===== src/hw/cms_regs.svh =====
// cms_regs.svh - register offsets, field positions, reset values and timing counts
// assumes: included by bare name from the call mode block and its helpers
`ifndef CMS_REGS_SVH
`define CMS_REGS_SVH

// register offsets on the 4-bit register port
`define CMS_ADDR_STACK_BANK_SELECT 4'h0
`define CMS_ADDR_STATUS            4'h1
`define CMS_ADDR_STACK_PTR_LO      4'h2
`define CMS_ADDR_STACK_PTR_HI      4'h3

// stack bank select fields
`define CMS_SBS_MODE_BIT           3
`define CMS_SBS_BANK_LSB           0
`define CMS_SBS_RESET              4'h8

// status fields
`define CMS_STAT_EXTENDED_BIT      0
`define CMS_STAT_ILLEGAL_BIT       1
`define CMS_STAT_RANGE_BIT         2
`define CMS_STAT_BUSY_BIT          3

// stack bytes per call frame
`define CMS_PUSH_LEGACY            2'h2
`define CMS_PUSH_EXTENDED          2'h3

// machine cycles, one machine cycle is one clk
`define CMS_CYC_ABS_LEGACY         3'h3
`define CMS_CYC_ABS_EXTENDED       3'h4
`define CMS_CYC_FAST_LEGACY        3'h2
`define CMS_CYC_FAST_EXTENDED      3'h3
`define CMS_CYC_EXT_CALL           3'h3
`define CMS_CYC_EXT_BRANCH         3'h3
`define CMS_CYC_RETURN             3'h3

// reachable program memory in bytes
`define CMS_PROG_LIMIT_LEGACY      15'h4000
`define CMS_PROG_LIMIT_EXTENDED    15'h6000

// stack pointer reset value, in bytes within the selected bank
`define CMS_STACK_PTR_RESET        8'h00

`endif


===== src/hw/cms_pkg.sv =====
// cms_pkg.sv - types shared by the call mode block
// assumes: compiled before any cms module
package cms_pkg;

  // instruction classes the decoder hands to this block
  typedef enum logic [2:0] {
    CMS_OP_CALL_ABS   = 3'h0,
    CMS_OP_CALL_FAST  = 3'h1,
    CMS_OP_EXT_CALL   = 3'h2,
    CMS_OP_EXT_BRANCH = 3'h3,
    CMS_OP_RETURN     = 3'h4
  } cms_op_t;

  // execution sequencer states, one-hot
  typedef enum logic [1:0] {
    CMS_ST_IDLE = 2'b01,
    CMS_ST_EXEC = 2'b10
  } cms_state_t;

endpackage


===== src/hw/cms_call_mode.sv =====
// cms_call_mode.sv - call mode selection and call/branch execution control
// assumes: a decoder offers one instruction class at a time with its target,
//   software reaches the mode register over a plain 4-bit register port,
//   one machine cycle equals one clk cycle.
`timescale 1ns/1ns
`include "cms_regs.svh"

module cms_call_mode (
  // clock and reset
  input  wire logic             clk,
  input  wire logic             srst,
  // register port
  input  wire logic [3:0]       reg_addr,
  input  wire logic [3:0]       reg_wdata,
  input  wire logic             reg_wr,
  input  wire logic             reg_rd,
  output logic [3:0]            reg_rdata,
  // instruction offer
  input  wire logic             op_valid,
  input  wire cms_pkg::cms_op_t op_code,
  input  wire logic [14:0]      op_target,
  output logic                  op_ready,
  // execution results
  output logic                  exec_busy,
  output logic                  exec_done,
  output logic                  exec_illegal,
  output logic                  exec_range_err,
  output logic [1:0]            push_bytes,
  output logic [1:0]            pop_bytes,
  output logic [2:0]            exec_cycles,
  // mode view for the rest of the core
  output logic                  extended_call_mode,
  output logic [1:0]            stack_bank,
  output logic [14:0]           prog_limit,
  output logic [7:0]            stack_ptr
);
  import cms_pkg::*;

  // register state
  logic [3:0]  stack_bank_select_r;
  logic        illegal_flag_r;
  logic        range_flag_r;
  logic [3:0]  rdata_r;

  // sequencer state
  cms_state_t  state_r;
  cms_state_t  state_nxt;
  logic [2:0]  count_r;
  logic        done_r;
  logic        illegal_r;
  logic        range_r;
  logic [1:0]  push_bytes_r;
  logic [1:0]  pop_bytes_r;
  logic [2:0]  exec_cycles_r;

  // lookup results for the offered instruction
  logic [2:0]  tbl_cycles;
  logic [1:0]  tbl_push;
  logic [1:0]  tbl_pop;
  logic        tbl_allowed;
  logic        tbl_is_call;

  // decoded strobes
  logic        take;
  logic        in_range;
  logic        start;
  logic        refuse_illegal;
  logic        refuse_range;
  logic        wr_sbs;
  logic        wr_status;
  logic        clr_illegal;
  logic        clr_range;
  logic        extended;
  logic [14:0] limit;

  // mode and limit decode straight from the register
  assign extended = ~stack_bank_select_r[`CMS_SBS_MODE_BIT];
  assign limit    = extended ? `CMS_PROG_LIMIT_EXTENDED : `CMS_PROG_LIMIT_LEGACY;

  // per-mode instruction table
  cms_op_table u_table (
    .op         (op_code),
    .extended   (extended),
    .cycles     (tbl_cycles),
    .push_bytes (tbl_push),
    .pop_bytes  (tbl_pop),
    .allowed    (tbl_allowed),
    .is_call    (tbl_is_call)
  );

  // an offer is taken only while idle, so a mode write never splits an instruction
  assign take     = op_valid & op_ready;

  // branch and call targets must lie below the reachable limit; returns are not checked
  assign in_range = (op_code == CMS_OP_RETURN) | (op_target < limit);

  // refusals have priority: unavailable first, then out of range
  assign refuse_illegal = take & ~tbl_allowed;
  assign refuse_range   = take & tbl_allowed & ~in_range;
  assign start          = take & tbl_allowed & in_range;

  // register write decode
  assign wr_sbs      = reg_wr & (reg_addr == `CMS_ADDR_STACK_BANK_SELECT);
  assign wr_status   = reg_wr & (reg_addr == `CMS_ADDR_STATUS);
  assign clr_illegal = wr_status & reg_wdata[`CMS_STAT_ILLEGAL_BIT];
  assign clr_range   = wr_status & reg_wdata[`CMS_STAT_RANGE_BIT];

  // mode register: whole nibble written at once, reset lands in legacy mode
  always_ff @(posedge clk) begin
    if (srst) begin
      stack_bank_select_r <= `CMS_SBS_RESET;
    end else if (wr_sbs) begin
      stack_bank_select_r <= reg_wdata;
    end
  end

  // sticky refusal flags, write one to clear; a new refusal beats the clear
  always_ff @(posedge clk) begin
    if (srst) begin
      illegal_flag_r <= 1'b0;
    end else if (refuse_illegal) begin
      illegal_flag_r <= 1'b1;
    end else if (clr_illegal) begin
      illegal_flag_r <= 1'b0;
    end
  end

  always_ff @(posedge clk) begin
    if (srst) begin
      range_flag_r <= 1'b0;
    end else if (refuse_range) begin
      range_flag_r <= 1'b1;
    end else if (clr_range) begin
      range_flag_r <= 1'b0;
    end
  end

  // read data one cycle after the strobe, zero otherwise so the bus can be or-ed
  always_ff @(posedge clk) begin
    if (srst) begin
      rdata_r <= 4'h0;
    end else if (reg_rd) begin
      unique case (reg_addr)
        `CMS_ADDR_STACK_BANK_SELECT: rdata_r <= stack_bank_select_r;
        `CMS_ADDR_STATUS:            rdata_r <= {exec_busy, range_flag_r,
                                                 illegal_flag_r, extended};
        `CMS_ADDR_STACK_PTR_LO:      rdata_r <= stack_ptr[3:0];
        `CMS_ADDR_STACK_PTR_HI:      rdata_r <= stack_ptr[7:4];
        default:                     rdata_r <= 4'h0;
      endcase
    end else begin
      rdata_r <= 4'h0;
    end
  end

  // sequencer next state
  always_comb begin
    state_nxt = state_r;
    unique case (state_r)
      CMS_ST_IDLE: begin
        if (start && tbl_cycles != 3'h1) begin
          state_nxt = CMS_ST_EXEC;
        end
      end
      CMS_ST_EXEC: begin
        if (count_r == 3'h1) begin
          state_nxt = CMS_ST_IDLE;
        end
      end
      default: begin
        state_nxt = CMS_ST_IDLE;
      end
    endcase
  end

  always_ff @(posedge clk) begin
    if (srst) begin
      state_r <= CMS_ST_IDLE;
    end else begin
      state_r <= state_nxt;
    end
  end

  // machine cycle countdown; the accepting cycle is the first machine cycle
  always_ff @(posedge clk) begin
    if (srst) begin
      count_r <= 3'h0;
    end else if (start) begin
      count_r <= tbl_cycles - 3'h1;
    end else if (count_r != 3'h0) begin
      count_r <= count_r - 3'h1;
    end
  end

  // done pulses in the cycle after the last machine cycle
  always_ff @(posedge clk) begin
    if (srst) begin
      done_r <= 1'b0;
    end else begin
      done_r <= (start && tbl_cycles == 3'h1) ||
                (state_r == CMS_ST_EXEC && count_r == 3'h1);
    end
  end

  // refusal pulses, one cycle each
  always_ff @(posedge clk) begin
    if (srst) begin
      illegal_r <= 1'b0;
      range_r   <= 1'b0;
    end else begin
      illegal_r <= refuse_illegal;
      range_r   <= refuse_range;
    end
  end

  // per-instruction figures held until the next accepted instruction
  always_ff @(posedge clk) begin
    if (srst) begin
      push_bytes_r  <= 2'h0;
      pop_bytes_r   <= 2'h0;
      exec_cycles_r <= 3'h0;
    end else if (start) begin
      push_bytes_r  <= tbl_push;
      pop_bytes_r   <= tbl_pop;
      exec_cycles_r <= tbl_cycles;
    end
  end

  // stack pointer moves once, at acceptance, by the mode's frame size
  cms_stack_track u_stack (
    .clk       (clk),
    .srst      (srst),
    .push      (start & tbl_is_call),
    .pop       (start & (op_code == CMS_OP_RETURN)),
    .nbytes    (tbl_is_call ? tbl_push : tbl_pop),
    .stack_ptr (stack_ptr)
  );

  // outputs
  assign op_ready           = (state_r == CMS_ST_IDLE);
  assign exec_busy          = (state_r == CMS_ST_EXEC);
  assign exec_done          = done_r;
  assign exec_illegal       = illegal_r;
  assign exec_range_err     = range_r;
  assign push_bytes         = push_bytes_r;
  assign pop_bytes          = pop_bytes_r;
  assign exec_cycles        = exec_cycles_r;
  assign extended_call_mode = extended;
  assign stack_bank         = stack_bank_select_r[`CMS_SBS_BANK_LSB +: 2];
  assign prog_limit         = limit;
  assign reg_rdata          = rdata_r;

endmodule // cms_call_mode


===== src/hw/cms_op_table.sv =====
// cms_op_table.sv - per-mode lookup of cycles, stack bytes and availability
// assumes: purely combinational, fed from the decode stage of the same clock
`timescale 1ns/1ns
`include "cms_regs.svh"

module cms_op_table (
  // request
  input  wire cms_pkg::cms_op_t op,
  input  wire logic             extended,
  // answer
  output logic [2:0]            cycles,
  output logic [1:0]            push_bytes,
  output logic [1:0]            pop_bytes,
  output logic                  allowed,
  output logic                  is_call
);
  import cms_pkg::*;

  logic [1:0] frame_bytes;

  // a return pops exactly what a call in the same mode pushed
  assign frame_bytes = extended ? `CMS_PUSH_EXTENDED : `CMS_PUSH_LEGACY;

  // table lookup, unknown codes are treated as unavailable
  always_comb begin
    cycles     = 3'h1;
    push_bytes = 2'h0;
    pop_bytes  = 2'h0;
    allowed    = 1'b1;
    is_call    = 1'b0;
    unique case (op)
      CMS_OP_CALL_ABS: begin
        cycles     = extended ? `CMS_CYC_ABS_EXTENDED : `CMS_CYC_ABS_LEGACY;
        push_bytes = frame_bytes;
        is_call    = 1'b1;
      end
      CMS_OP_CALL_FAST: begin
        cycles     = extended ? `CMS_CYC_FAST_EXTENDED : `CMS_CYC_FAST_LEGACY;
        push_bytes = frame_bytes;
        is_call    = 1'b1;
      end
      CMS_OP_EXT_CALL: begin
        cycles     = `CMS_CYC_EXT_CALL;
        push_bytes = frame_bytes;
        allowed    = extended;
        is_call    = 1'b1;
      end
      CMS_OP_EXT_BRANCH: begin
        cycles     = `CMS_CYC_EXT_BRANCH;
        allowed    = extended;
      end
      CMS_OP_RETURN: begin
        cycles     = `CMS_CYC_RETURN;
        pop_bytes  = frame_bytes;
      end
      default: begin
        allowed    = 1'b0;
      end
    endcase
  end

endmodule // cms_op_table


===== src/hw/cms_stack_track.sv =====
// cms_stack_track.sv - byte-granular stack pointer inside the selected bank
// assumes: push and pop never fire together, both are single-cycle strobes
`timescale 1ns/1ns
`include "cms_regs.svh"

module cms_stack_track (
  // clock and reset
  input  wire logic       clk,
  input  wire logic       srst,
  // stack moves
  input  wire logic       push,
  input  wire logic       pop,
  input  wire logic [1:0] nbytes,
  // state
  output logic [7:0]      stack_ptr
);

  // stack grows downward; wraps silently inside the 256-byte bank window
  always_ff @(posedge clk) begin
    if (srst) begin
      stack_ptr <= `CMS_STACK_PTR_RESET;
    end else if (push) begin
      stack_ptr <= stack_ptr - {6'h00, nbytes};
    end else if (pop) begin
      stack_ptr <= stack_ptr + {6'h00, nbytes};
    end
  end

endmodule // cms_stack_track


===== config.mk =====
export PLATFORM = sky130hd
export DESIGN_NAME = cms_call_mode
export DESIGN_NICKNAME = d
export VERILOG_FILES = /design/src/hw/cms_pkg.sv /design/src/hw/cms_call_mode.sv /design/src/hw/cms_op_table.sv /design/src/hw/cms_stack_track.sv
export VERILOG_INCLUDE_DIRS = /design/src /design/src/hw
export SDC_FILE = /design/constraint.sdc
export NUM_CORES = 1
export LEC_CHECK = 0
export BUFFER_PORTS_ARGS = -buffer_cell sky130_fd_sc_hd__buf_2
export CORE_ASPECT_RATIO = 1.2
export CORE_MARGIN = 2
export CORE_UTILIZATION = 52
export CTS_BUF_LIST = sky130_fd_sc_hd__clkbuf_2 sky130_fd_sc_hd__clkbuf_4 sky130_fd_sc_hd__clkbuf_8
export CTS_CLUSTER_DIAMETER = 150
export DETAILED_ROUTE_END_ITERATION = 10
export HOLD_SLACK_MARGIN = 0.03
export PLACE_DENSITY = 0.87
export SLEW_MARGIN = 20
export SYNTH_ARGS = -nofsm -noshare
export SYNTH_HDL_FRONTEND = slang
export SYNTH_SLANG_ARGS = --single-unit

===== constraint.sdc =====
create_clock -name clk -period 5 [get_ports clk]
set_input_delay 0.25 -clock clk [delete_from_list [all_inputs] [get_ports clk]]
set_output_delay 0.25 -clock clk [all_outputs]
set_load 0.01 [all_outputs]

==> summary.txt <==
Finish
  • Antenna fix cells: 0
  • Layout area overhead: 15.9%
  • Sequential cell area: 661 sq um
  • Layout cell share with drive strength beyond 1: 24.4%
  • # fillers: 306
  • Total area of multi-input combinational cells: 1090 sq um
  • Final #Nets: 316

Synthesis
  • Post-synthesis instance area: 1900 sq um
  • Synthesized instance count: 229
  • Synth Warn #: 0
  • Number of register bits inferred by synthesis: 33
  • Dominant register cell in the synthesized netlist: sky130_fd_sc_hd__dfxtp_1
  • Register area share after synthesis: 34.7%
  • Count of different cell masters after synthesis: 41
  • Number of synthesized flops with an enable pin: 0
  • Share of synthesized registers carrying an async set or reset: 0%
  • Average footprint of a synthesized cell: 8.32 sq um

Critical path
  • Kind of capture point of the worst setup path: flop
  • Worst R2R Setup Slack: around 2.0 ns
  • Startpoint type of the worst setup path: flop
  • Terminus of the critical flop-to-flop path: u_stack.stack_ptr[6]
  • Critical Path RT: 5.16 ns
  • Path depth of the worst reg2reg path: 12
  • Crit path kind: reg -> reg
  • Data arrival time of the worst path: between 3 and 4 ns
  • Reg2Reg Launch Point: stack_bank_select_r[3]
  • Critical path peak fanout: 21

Placed design
  • Number of port buffers: 45
  • Routability Congestion: roughly 0.8
  • HPWL reported at the end of detailed placement: 3.01 mm

Floorplanning
  • Total die area: 4160 sq um
  • Area inside the core boundary: 3570 sq um
  • Vertical die dimension: 70.3 um
  • Starting Density: about 53%
  • Count of pins on the block boundary: 73
  • Standard-cell rows: 24
  • Die width: around 60 um

CTS
  • Maximum level of the CTS H-tree: 2
  • Buffer depth of the longest clock path: 2
  • CTS Buf Count: 5
  • Number of gates resized after cts: 0
  • Clock tree from TritonCTS: yes
  • Postcts setup bufs: 0
  • Clock transition at the register clock pins on the worst setup and hold paths after CTS: around 0.070 ns
  • Clock root buffer: sky130_fd_sc_hd__clkbuf_8
  • Clk sink count: 33
  • Insertion delay of the later-clocked pin in the worst-skew pair: just under 0.3 ns
  • Number of buffers inserted by hold repair at cts: 0

STA
  • Total Neg Setup Slack: 0 ns
  • RSZ-0062 raised after global routing: false
  • Tightest Pin Transition: around 0.86 ns
  • Final number of setup-violating endpoints: 0
  • Worst clock skew on the final layout: 0.00782 ns
  • Final min period: just over 3 ns
  • Final hold violation count: 0
  • Achievable frequency: 0.328 GHz
  • Relative slew margins: 41.5%
  • Final Max Tran Viols: 0
  • Final period utilization: 60.9%

Global routing
  • Global router's overall resource usage: 21.0%
  • Vias in the first global route: 1631
  • Pin count of the biggest net entering global routing: 27
  • First-pass GRT wire length: 6.76 mm
  • Antenna violations before repair: 0
  • Total congestion overflow: 0

Pwr
  • Worst IR Drop VDD: around 0.28 mV
  • Power density of the placed cells: 336 nW/um^2
  • Post-route total power: 0.000742 W
  • Static leakage: 1.08 nW

Hold path
  • Hold Path Cell Cnt: 3
  • Origin of the worst min-delay path: reg_wdata[3]
  • Min-delay worst type: in -> reg
  • Destination of the worst hold path: stack_bank_select_r[3]

Run
  • Max-cap violation count: 0

Route
  • Routed via count divided by cell count: 5.28
  • Mean routed wirelength per cell: 13.1 um
  • Number of DRC markers in iteration 0: 46
  • Total iterations of the first detailed-routing run: 4
  • Antenna Violating Nets Remaining: 0
  • DRC violation count after routing: 0
  • Detailed Route WL: just over 4 mm
  • Total number of vias: 1636

Outcome
  • Outcome: finished, final reports clean
through the flow:
stage / hold slack (ns) / util (%) / setup slack, ns / instances / instance area [sq um]
after floorplan: 0.375 / - / 2.28 / 241 / 1950
after CTS: 0.172 / 61.8 / 1.94 / 310 / 2210
after detailed placement: 0.447 / 58.0 / 1.96 / 302 / 2070
final: 0.171 / 61.8 / 1.95 / 310 / 2210
after global routing: 0.189 / 61.8 / 1.71 / 310 / 2210
after global placement: 0.443 / 58.0 / 2.05 / 302 / 2070
worst max-delay path, cell delays in order (launching register included):
cell                       delay (ns)
sky130_fd_sc_hd__dfxtp_1         0.43
sky130_fd_sc_hd__o21ai_1         0.29
sky130_fd_sc_hd__o221ai_2        0.14
sky130_fd_sc_hd__buf_4           0.22
sky130_fd_sc_hd__or2_2           0.29
sky130_fd_sc_hd__nor2b_1         0.17
sky130_fd_sc_hd__fa_1            0.44
sky130_fd_sc_hd__a21o_1          0.18
sky130_fd_sc_hd__a21oi_1         0.23
sky130_fd_sc_hd__o21bai_1        0.09
sky130_fd_sc_hd__a21oi_1         0.21
sky130_fd_sc_hd__xor2_1          0.17
sky130_fd_sc_hd__o31ai_1         0.07
cells in the mapped netlist, types with 3 or more instances:
master | n | share of area [%]
sky130_fd_sc_hd__clkbuf_1 | 4 | 0.79
sky130_fd_sc_hd__a31o_2 | 3 | 1.4
sky130_fd_sc_hd__dfxtp_1 | 33 | 35
sky130_fd_sc_hd__buf_2 | 3 | 0.79
sky130_fd_sc_hd__nor3_1 | 4 | 1.1
sky130_fd_sc_hd__nand3_1 | 5 | 1.3
sky130_fd_sc_hd__nand2_1 | 22 | 4.3
sky130_fd_sc_hd__mux2_2 | 3 | 1.8
sky130_fd_sc_hd__a21o_1 | 4 | 1.6
sky130_fd_sc_hd__nor2b_1 | 5 | 1.6
sky130_fd_sc_hd__or2_2 | 3 | 0.99
sky130_fd_sc_hd__o21ai_0 | 6 | 1.6
sky130_fd_sc_hd__inv_1 | 12 | 2.4
sky130_fd_sc_hd__mux2i_1 | 6 | 3.2
sky130_fd_sc_hd__a211oi_1 | 3 | 1.2
sky130_fd_sc_hd__a21oi_1 | 23 | 6.0
sky130_fd_sc_hd__ha_1 | 14 | 9.2
sky130_fd_sc_hd__buf_4 | 17 | 6.7
sky130_fd_sc_hd__nor2_1 | 26 | 5.1
sky130_fd_sc_hd__xnor2_1 | 6 | 2.8
sky130_fd_sc_hd__a22oi_1 | 4 | 1.6
cell type report:
| cell class | instances | area share [%] |
|---|---|---|
| clock buffer | 5 | 3.12 |
| clock inverter | 3 | 2.95 |
| inverter | 12 | 2.04 |
| multi-input combinational | 172 | 49.2 |
| sequential | 33 | 29.9 |
| tap | 39 | 2.21 |
| timing repair buffer | 46 | 10.5 |
routing by layer:
layer	vias to the layer above	GRT usage [%]	share of wire [%]
li1	830	-	-
met1	749	22.5	40
met2	46	36.8	53
met4	0	9.34	2.4
met3	11	6.11	4.7
met5	-	0	0
flip-flops by register name, indices dropped and copies added, names as in the netlist:
signal / cells
reg_rdata: 4
exec_range_err: 1
state_r: 2
illegal_flag_r: 1
exec_illegal: 1
exec_done: 1
exec_cycles: 3
stack_bank_select_r: 4
count_r: 3
push_bytes: 2
range_flag_r: 1
u_stack.stack_ptr: 8
pop_bytes: 2
worst max path at each step:
stage / from / end / slack, ns / cells past startpoint
after global routing: stack_bank_select_r[3] / u_stack.stack_ptr[7] / 1.71 / 12
after detailed placement: op_code[1] / u_stack.stack_ptr[7] / 1.96 / 15
after global placement: stack_bank_select_r[3] / u_stack.stack_ptr[6] / 2.05 / 12
after floorplan: stack_bank_select_r[3] / u_stack.stack_ptr[6] / 2.28 / 13
final: stack_bank_select_r[3] / u_stack.stack_ptr[6] / 1.95 / 12
after CTS: stack_bank_select_r[3] / u_stack.stack_ptr[6] / 1.94 / 12
power breakdown:
part	internal, W	switching (W)
Combinational	0.0000666	0.0000843
Clock	0.000198	0.000102
Sequential	0.000279	0.0000123
Total	0.000544	0.000199
logic make-up (layout without fill, tap and decap cells):
kind of cell             after synthesis  after routing  share of synthesized area [%]
AO/OA/AOI/OAI                         50             50                           16.6
XOR/XNOR                               8              8                           3.68
adder cells (fa/ha/maj)               15             15                           10.2
buffers and inverters                 36             66                           10.6
flip-flops                            33             33                           34.7
multiplexers                           9              9                           4.93
other                                  2             14                          0.394
AND/OR/NAND/NOR                       76             76                           18.9
cell usage in the layout, fill, tap and decap left out, types with 6 or more instances in the layout:
cell type	count
sky130_fd_sc_hd__a21oi_1	23
sky130_fd_sc_hd__buf_2	45
sky130_fd_sc_hd__conb_1	14
sky130_fd_sc_hd__dfxtp_1	33
sky130_fd_sc_hd__ha_1	14
sky130_fd_sc_hd__inv_1	12
sky130_fd_sc_hd__mux2i_1	6
sky130_fd_sc_hd__nand2_1	22
sky130_fd_sc_hd__nor2_1	26
sky130_fd_sc_hd__o21ai_0	6
sky130_fd_sc_hd__xnor2_1	6
No activity file was read; power rests on OpenSTA's default activity.
